[src/rtl/sws_defs.svh]
// Timing constants and frame layout for the switch serial port and fault timing
`ifndef SWS_DEFS_SVH
`define SWS_DEFS_SVH
`define SWS_CLK_MHZ           25
`define SWS_RETRY_MIN_US      25
`define SWS_RETRY_MAX_US      100
`define SWS_RETRY_US          50
`define SWS_REFRESH_MIN_US    3000
`define SWS_REFRESH_NOM_US    4500
`define SWS_REFRESH_MAX_US    6000
`define SWS_OFF_SENSE_US      100
`define SWS_ON_SENSE_US       12000
`define SWS_SWITCH_DLY_US     2
`define SWS_SWITCH_DLY_MIN_US 1
`define SWS_SWITCH_DLY_MAX_US 10
`define SWS_SO_EN_NS          110
`define SWS_SO_VALID_NS       80
`define SWS_CMD_CH_BITS       6
`define SWS_FRAME_SHORT       8
`define SWS_FRAME_LONG        16
`define SWS_CNT_W             20
`endif

[src/rtl/sws_pkg.sv]
// Types used by the switch channel timers
package sws_pkg;
    typedef enum logic [1:0] {SWS_CH_OFF, SWS_CH_ON, SWS_CH_RETRY, SWS_CH_REFRESH} sws_ch_state_t;
endpackage

[src/rtl/sws_top.sv]
// Serial control port of the six-channel low side switch with per-channel fault timing
// Contract
// - A shorted output is re-enabled in current limit for a retry window of 25 to 100 us.
// - Between retries the shorted output stays disabled for 3.0 to 6.0 ms, nominally 4.5 ms.
// - An off-state open load is qualified within 100 us; the master waits that long to read.
// - An on-state open load is qualified within 12 ms; the master waits that long to read.
// - Serial out is driven only while chip select is low, enabled and released within 110 ns; the code takes 2 to 3 mclk cycles, up to 120 ns.
// - Each serial out bit changes after a serial clock falling edge, valid within 80 ns; the code takes 2 to 3 mclk cycles, 80 to 120 ns.
// - The master sets each serial in bit before the rising clock edge, where it is sampled.
// - New output states take effect after chip select rises, switching 1.0 to 10 us later.
// - Frames are 8 or 16 bits, MSB first, the low six bits commanding channels five to zero.
// - Reset disables all outputs and clears every fault bit.
// - While mode override is high serial out stays off and serial control is ignored.
`timescale 1ns/1ps
`include "sws_defs.svh"
module sws_top #(
    parameter int CHANNELS    = `SWS_CMD_CH_BITS,
    parameter int RETRY_CYC   = `SWS_RETRY_US * `SWS_CLK_MHZ,
    parameter int REFRESH_CYC = `SWS_REFRESH_NOM_US * `SWS_CLK_MHZ,
    parameter int OFFSENS_CYC = `SWS_OFF_SENSE_US * `SWS_CLK_MHZ,
    parameter int ONSENS_CYC  = `SWS_ON_SENSE_US * `SWS_CLK_MHZ,
    parameter int SWDLY_CYC   = `SWS_SWITCH_DLY_US * `SWS_CLK_MHZ
) (
    input  wire logic                mclk,
    input  wire logic                reset_n,
    input  wire logic                spiCs_n,
    input  wire logic                spiSclk,
    input  wire logic                spiSi,
    output logic                     spiSo,
    output logic                     spiSoOe,
    input  wire logic                modeOverride,
    input  wire logic [CHANNELS-1:0] shortSense,
    input  wire logic [CHANNELS-1:0] openSense,
    output logic      [CHANNELS-1:0] gateOn
);
    logic [2:0]  csSyncReg, sclkSyncReg;
    logic [1:0]  siSyncReg, modeSyncReg;
    logic [15:0] rxReg, rxNext;
    logic [15:0] txReg, txNext;
    logic [4:0]  bitCntReg, bitCntNext;
    logic [CHANNELS-1:0] cmdReg, cmdNext;
    logic [CHANNELS-1:0] pendReg, pendNext;
    logic [7:0]  dlyReg, dlyNext;
    logic        dlyRunReg, dlyRunNext;
    logic        soReg, soNext;
    logic        oeReg, oeNext;
    logic [CHANNELS-1:0] faultQual;
    logic        csLow, csFall, csRise, sclkRise, sclkFall, siBit, modeHi;

    // Two-flop synchronisers; the third stage only feeds the edge detectors
    always_ff @(posedge mclk or negedge reset_n)
    begin
        if (!reset_n)
        begin
            csSyncReg   <= 3'h7;
            sclkSyncReg <= 3'h0;
            siSyncReg   <= 2'h0;
            modeSyncReg <= 2'h0;
        end
        else
        begin
            csSyncReg   <= {csSyncReg[1:0], spiCs_n};
            sclkSyncReg <= {sclkSyncReg[1:0], spiSclk};
            siSyncReg   <= {siSyncReg[0], spiSi};
            modeSyncReg <= {modeSyncReg[0], modeOverride};
        end
    end

    // Edge finders on the settled synchroniser stages; stage one is never read here
    function automatic logic syncRise(input logic [2:0] syncVal);
        syncRise = ~syncVal[2] & syncVal[1];
    endfunction

    function automatic logic syncFall(input logic [2:0] syncVal);
        syncFall = syncVal[2] & ~syncVal[1];
    endfunction

    assign csLow    = ~csSyncReg[1];
    assign csFall   = syncFall(csSyncReg);
    assign csRise   = syncRise(csSyncReg);
    assign sclkRise = syncRise(sclkSyncReg);
    assign sclkFall = syncFall(sclkSyncReg);
    assign siBit    = siSyncReg[1];
    assign modeHi   = modeSyncReg[1];

    // Receive side: sample on the rising serial clock, count one bit past a long frame
    always_comb
    begin
        rxNext     = rxReg;
        bitCntNext = bitCntReg;
        if (csFall)
            bitCntNext = '0;
        else if (csLow && sclkRise && bitCntReg != 5'h11)
        begin
            // A seventeenth bit marks the frame too long; the count then stops
            if (bitCntReg != 5'h10)
                rxNext = {rxReg[14:0], siBit};
            bitCntNext = bitCntReg + 5'h01;
        end
    end

    // Receive registers
    always_ff @(posedge mclk or negedge reset_n)
    begin
        if (!reset_n)
        begin
            rxReg     <= 16'h0000;
            bitCntReg <= 5'h00;
        end
        else
        begin
            rxReg     <= rxNext;
            bitCntReg <= bitCntNext;
        end
    end

    // Transmit side: fault byte loads at select, one bit moves per falling serial clock
    always_comb
    begin
        txNext = txReg;
        soNext = soReg;
        oeNext = csLow & ~modeHi; // Driven only inside the frame
        if (csFall)
        begin
            txNext = {{(16 - CHANNELS){1'b0}}, faultQual} << 8;
            soNext = 1'b0; // First bit is fault byte MSB, always zero here
        end
        else if (csLow && sclkFall)
        begin
            txNext = {txReg[14:0], 1'b0};
            soNext = txReg[14]; // Next bit right after the falling edge
        end
    end

    // Transmit registers; serial out is registered so it cannot glitch mid-bit
    always_ff @(posedge mclk or negedge reset_n)
    begin
        if (!reset_n)
        begin
            txReg <= 16'h0000;
            soReg <= 1'b0;
            oeReg <= 1'b0;
        end
        else
        begin
            txReg <= txNext;
            soReg <= soNext;
            oeReg <= oeNext;
        end
    end

    // Command side: a complete frame is held back until the switching delay runs out
    always_comb
    begin
        cmdNext    = cmdReg;
        pendNext   = pendReg;
        dlyNext    = dlyReg;
        dlyRunNext = dlyRunReg;
        if (csRise)
        begin
            // Only complete 8 or 16 bit frames are accepted; a longer frame is rejected
            if (bitCntReg == 5'h08 || bitCntReg == 5'h10)
            begin
                pendNext   = rxReg[CHANNELS-1:0];
                dlyRunNext = 1'b1;
                dlyNext    = 8'(SWDLY_CYC - 1);
            end
        end
        else if (dlyRunReg)
        begin
            if (dlyReg == 8'h00)
            begin
                dlyRunNext = 1'b0;
                if (!modeHi)
                    cmdNext = pendReg; // Under override the pending frame is dropped; cmdReg keeps its old state
            end
            else
                dlyNext = dlyReg - 8'h01;
        end
    end

    // Command registers; a frame cut short never reaches the gates
    always_ff @(posedge mclk or negedge reset_n)
    begin
        if (!reset_n)
        begin
            cmdReg    <= '0;
            pendReg   <= '0;
            dlyReg    <= 8'h00;
            dlyRunReg <= 1'b0;
        end
        else
        begin
            cmdReg    <= cmdNext;
            pendReg   <= pendNext;
            dlyReg    <= dlyNext;
            dlyRunReg <= dlyRunNext;
        end
    end

    assign spiSo   = soReg;
    assign spiSoOe = oeReg;

    // Per-channel protection timers; the override gates the serial command off
    for (genvar ch = 0; ch < CHANNELS; ch++)
    begin : g_ch
        sws_channel #(
            .RETRY_CYC   (RETRY_CYC),
            .REFRESH_CYC (REFRESH_CYC),
            .OFFSENS_CYC (OFFSENS_CYC),
            .ONSENS_CYC  (ONSENS_CYC)
        ) u_ch (
            .mclk       (mclk),
            .reset_n    (reset_n),
            .cmdOn      (cmdReg[ch] & ~modeHi),
            .shortSense (shortSense[ch]),
            .openSense  (openSense[ch]),
            .gateOn     (gateOn[ch]),
            .faultQual  (faultQual[ch])
        );
    end
endmodule

[src/rtl/sws_channel.sv]
// One output channel: short retry and refresh cycle, open-load qualification
`timescale 1ns/1ps
`include "sws_defs.svh"
module sws_channel #(
    parameter int RETRY_CYC   = `SWS_RETRY_US * `SWS_CLK_MHZ,
    parameter int REFRESH_CYC = `SWS_REFRESH_NOM_US * `SWS_CLK_MHZ,
    parameter int OFFSENS_CYC = `SWS_OFF_SENSE_US * `SWS_CLK_MHZ,
    parameter int ONSENS_CYC  = `SWS_ON_SENSE_US * `SWS_CLK_MHZ
) (
    input  wire logic mclk,
    input  wire logic reset_n,
    input  wire logic cmdOn,
    input  wire logic shortSense,
    input  wire logic openSense,
    output logic      gateOn,
    output logic      faultQual
);
    sws_pkg::sws_ch_state_t stateReg, stateNext;
    logic [`SWS_CNT_W-1:0] tmrReg, tmrNext;
    logic [`SWS_CNT_W-1:0] senseReg, senseNext;
    logic                  cmdReg;
    logic                  gateReg, gateNext;
    logic                  faultReg, faultNext;

    // Short retry sequencer: on, then disabled refresh wait, then retry window in limit
    always_comb
    begin
        stateNext = stateReg;
        tmrNext   = tmrReg;
        gateNext  = 1'b0;
        case (stateReg)
            sws_pkg::SWS_CH_OFF:
            begin
                if (cmdOn)
                    stateNext = sws_pkg::SWS_CH_ON;
            end
            sws_pkg::SWS_CH_ON:
            begin
                gateNext = 1'b1;
                if (!cmdOn)
                    stateNext = sws_pkg::SWS_CH_OFF;
                else if (shortSense)
                begin
                    stateNext = sws_pkg::SWS_CH_REFRESH;
                    tmrNext   = `SWS_CNT_W'(REFRESH_CYC - 1);
                    gateNext  = 1'b0;
                end
            end
            sws_pkg::SWS_CH_RETRY:
            begin
                gateNext = 1'b1; // Output re-enabled in current limit
                if (!cmdOn)
                    stateNext = sws_pkg::SWS_CH_OFF;
                else if (tmrReg == '0)
                begin
                    if (shortSense)
                    begin
                        stateNext = sws_pkg::SWS_CH_REFRESH;
                        tmrNext   = `SWS_CNT_W'(REFRESH_CYC - 1);
                        gateNext  = 1'b0;
                    end
                    else
                        stateNext = sws_pkg::SWS_CH_ON;
                end
                else
                    tmrNext = tmrReg - 1'b1;
            end
            sws_pkg::SWS_CH_REFRESH:
            begin
                if (!cmdOn)
                    stateNext = sws_pkg::SWS_CH_OFF;
                else if (tmrReg == '0)
                begin
                    stateNext = sws_pkg::SWS_CH_RETRY;
                    tmrNext   = `SWS_CNT_W'(RETRY_CYC - 1);
                    gateNext  = 1'b1;
                end
                else
                    tmrNext = tmrReg - 1'b1;
            end
            default:
                stateNext = sws_pkg::SWS_CH_OFF;
        endcase
    end

    // Open load must persist for the sense time of the commanded state; a change restarts it
    always_comb
    begin
        senseNext = '0;
        faultNext = 1'b0;
        if (shortSense && cmdOn)
            faultNext = 1'b1;
        else if (openSense && cmdReg == cmdOn)
        begin
            senseNext = senseReg;
            if (cmdOn && senseReg >= `SWS_CNT_W'(ONSENS_CYC - 1))
                faultNext = 1'b1;
            else if (!cmdOn && senseReg >= `SWS_CNT_W'(OFFSENS_CYC - 1))
                faultNext = 1'b1;
            else
                senseNext = senseReg + 1'b1;
        end
    end

    always_ff @(posedge mclk or negedge reset_n)
    begin
        if (!reset_n)
        begin
            stateReg <= sws_pkg::SWS_CH_OFF;
            tmrReg   <= '0;
            senseReg <= '0;
            cmdReg   <= 1'b0;
            gateReg  <= 1'b0;
            faultReg <= 1'b0;
        end
        else
        begin
            stateReg <= stateNext;
            tmrReg   <= tmrNext;
            senseReg <= senseNext;
            cmdReg   <= cmdOn;
            gateReg  <= gateNext;
            faultReg <= faultNext;
        end
    end

    assign gateOn    = gateReg;
    assign faultQual = faultReg;
endmodule

[config.mk]
export PLATFORM = sky130hd
export DESIGN_NAME = sws_top
export DESIGN_NICKNAME = d
export VERILOG_FILES = /design/src/rtl/sws_pkg.sv /design/src/rtl/sws_top.sv /design/src/rtl/sws_channel.sv
export VERILOG_INCLUDE_DIRS = /design/src /design/src/rtl
export SDC_FILE = /design/constraint.sdc
export NUM_CORES = 1
export LEC_CHECK = 0
export BUFFER_PORTS_ARGS = -buffer_cell sky130_fd_sc_hd__buf_2
export CORE_MARGIN = 5
export CORE_UTILIZATION = 55
export DETAILED_ROUTE_END_ITERATION = 16
export PLACE_DENSITY = 0.75
export SLEW_MARGIN = 0
export SYNTH_ARGS = -nofsm -noshare
export SYNTH_HDL_FRONTEND = slang
export SYNTH_SLANG_ARGS = --single-unit
[constraint.sdc]
create_clock -name mclk -period 3.22 [get_ports mclk]
set_input_delay 0.644 -clock mclk [delete_from_list [all_inputs] [get_ports mclk]]
set_output_delay 0.644 -clock mclk [all_outputs]
set_load 0.01 [all_outputs]
==> out/metrics.csv <==
metric;value;unit
final setup fails;0;
met3 usage;0.0293;
actual slew at the worst max-slew pin;0.937;ns
drt initial violations;1275;
CTS sink count;321;
post-route clock skew;0.0192;ns
routed length per instance;16.3;um
Placed Instance Area;18800;um2
number of hold-repair buffers added at the cts stage;0;
height of the die;192;um
buffer count from post-CTS setup fixing;0;
CTS H-tree depth;2;
setup slack after layout;0.448;ns
storage element area;8040;um2
post-DP HPWL;28300;um
TritonCTS clock tree;yes;
global-route wire length before repair;72300;um
proportion of synthesized chip area in sequential cells;0.442;
element type at the critical path end;flip-flop;
Startpoint Class;flip-flop;
most area-consuming cells after synthesis;dfrtp_1 (44%), o21ai_0 (6.4%), nor2_1 (4.3%), nand2_1 (3.7%), a21oi_1 (3.6%);
number of distinct standard cells referenced by the synthesized netlist;88;
Tmin final;2.77;ns
via count of the routed design;16000;
largest fanout of any net on the critical path;6;
outcome;completed;
worst slack after detailed placement;0.495;ns
Fmax;0.361;GHz
Data required, critical path;3.61;ns
met2 track demand over resource;0.379;
Power per Cell Area;432;nW/um2
Setup TNS;0;ns
share of the cycle needed by the critical path after routing;0.861;
number of buffers added on ports;25;
final wirelength;41900;um
site row count;66;
most used standard cells in the synthesized netlist;dfrtp_1 (318), o21ai_0 (232), nor2_1 (206);
class of the most critical setup path;reg -> reg;
post-synthesis async set-or-reset flop share;1.00;
Clock Latency Late Sink;0.52;ns
worst max-slew margin expressed relative to the limit;0.374;
syn nets;2138;
placed cells;2506;
first-pass iteration count of the detailed router;5;
Total Power;8.63;mW
Max stage delay cell, worst path;or4b_2;
clock slew seen by the registers of the worst setup and hold paths;0.06;ns
met1 capacity usage during global routing;0.319;
via-per-instance ratio;6.24;
class of the tightest hold or removal check;in -> async;
number of failing hold endpoints at the final stage;0;
most used flip-flop cell after synthesis;dfrtp_1;
pin count of the biggest net entering global routing;98;
most congested layer reported by global routing;met2;
peak per-stage delay on the critical path;0.65;ns
final number of max-transition violations;0;
count of maximum capacitance violations;0;
number of antenna violations at the first check in global routing;0;
Syn. warnings;0;
maximum vdd drop;331;uV
mean instance size in the synthesized netlist;8.66;um2
ratio of cells with drive above 1 in the final layout;0.0818;
# IOs;26;
FF+latch count, synth;321;
cell area after synthesis;18200;um2
arrival time worst endpoint;3.16;ns
Syn Inst Count;2098;
setup repair after global routing missed its margin;no;
Routed Antenna Nets;0;
post-layout util;0.612;
Final Net Count;2142;
Routability Congestion;0.906;
relative area change from synthesis to final layout;9.90;%
core area;32600;um2
GRT Residual Overflow;0;
CTS root buffer;clkbuf_16;
largest area contributor in the netlist;dfrtp_1;
Die Wd;192;um
list of cells traversed by the critical path;inv_1 > ha_1 > or4b_2 > nor4_1 > nor3b_2 > a21oi_1 > o21ai_0 > o31ai_1;
number of global-route vias before repair;15200;
number of clock buffers inserted by TritonCTS;36;
minimum hold slack;0.0336;ns
worst-case clock buffer depth;3;
number of synthesized flops with an enable pin;0;
cell with the most instances after synthesis;dfrtp_1;
proportion of netlist area held by the largest area contributor;0.438;
post-route cell area;20000;um2
global-route total usage across every layer;0.228;
count of unresolved DRC violations after routing;0;
Total Die Area;36800;um2
multi-input logic area;9490;um2
Final Non-Filler Cells;2570;
starting density of the core;0.557;
leakage power total;8.06;nW
minimum setup slack among reg-to-reg paths;0.45;ns
# resized after CTS;0;
filler cell count;2773;
==> sequential cells by signal, indices dropped and copies added, names as in the netlist <==
name	flops
pendReg	6
modeSyncReg	2
spiSo	1
g_ch.u_ch.tmrReg	120
siSyncReg	2
g_ch.u_ch.cmdReg	6
g_ch.u_ch.stateReg	12
csSyncReg	3
dlyRunReg	1
rxReg	6
sclkSyncReg	3
g_ch.u_ch.faultQual	6
g_ch.u_ch.senseReg	120
cmdReg	6
g_ch.u_ch.gateOn	6
spiSoOe	1
bitCntReg	5
txReg	7
dlyReg	8
==> worst max-delay path: cells and delay by family, from the launching register on <==
kind / cells / cell delay [ns]
AO/OA/AOI/OAI: 3 / 0.36
adder cells (fa/ha/maj): 1 / 0.20
AND/OR/NAND/NOR: 3 / 1.58
flip-flops: 1 / 0.41
buffers and inverters: 1 / 0.11
==> area by class of cell <==
type,instances,share of cell area
multi-input combinational,1614,0.475
sequential,321,0.402
clock buffer,51,0.0510
tap,442,0.0277
timing repair buffer,63,0.0229
inverter,66,0.0124
clock inverter,12,0.00864
antenna,1,0.000125
==> routing by layer <==
metal  vias up  routed length, um
met5         -                  0
met3        51               1850
met1      7795              19200
met4         0                661
li1       7810                  -
met2       384              20200
==> logic make-up after synthesis <==
kind of cell    Yosys count  synth area share
xor+xnor                 18           0.00867
simple gates            869             0.246
buf+inv                 163            0.0361
compound gates          661             0.226
mux                      44            0.0254
flops                   321             0.442
fa+ha+maj                22            0.0151
==> cell usage in the layout (no fill, tap or decap), types with 27 or more instances in the layout <==
| master | count |
|---|---|
| dfrtp_1 | 318 |
| o21ai_0 | 231 |
| nor2_1 | 206 |
| nand2_1 | 178 |
| a21oi_1 | 129 |
| nand3_1 | 90 |
| nor3_1 | 69 |
| inv_1 | 62 |
| o31ai_1 | 56 |
| a31oi_1 | 50 |
| nand4_1 | 43 |
| nor4_1 | 40 |
| and3_1 | 37 |
| clkbuf_16 | 37 |
| buf_4 | 35 |
| nor2b_1 | 34 |
| mux2i_1 | 27 |
==> power breakdown <==
part	switching (mW)	internal, mW	total, mW
clock network	1.63	2.53	4.16
logic	0.210	0.113	0.323
registers	0.0591	4.10	4.16
==> worst paths after layout <==
check,startpoint,cells after the start,end
setup / recovery,g_ch[4].u_ch.tmrReg[1]$_DFFE_PN0P_,8,g_ch[4].u_ch.tmrReg[18]$_DFFE_PN0P_
hold / removal,reset_n,1,g_ch[2].u_ch.tmrReg[17]$_DFFE_PN0P_
setup reg to reg,g_ch[4].u_ch.tmrReg[1]$_DFFE_PN0P_,8,g_ch[4].u_ch.tmrReg[18]$_DFFE_PN0P_
hold reg to reg,modeSyncReg[0]$_DFF_PN0_,0,modeSyncReg[1]$_DFF_PN0_
max in group asynchronous,reset_n,2,g_ch[0].u_ch.tmrReg[8]$_DFFE_PN0P_
min in group mclk,spiSclk,1,sclkSyncReg[0]$_DFF_PN0_
(Power assumes the default switching activity.)
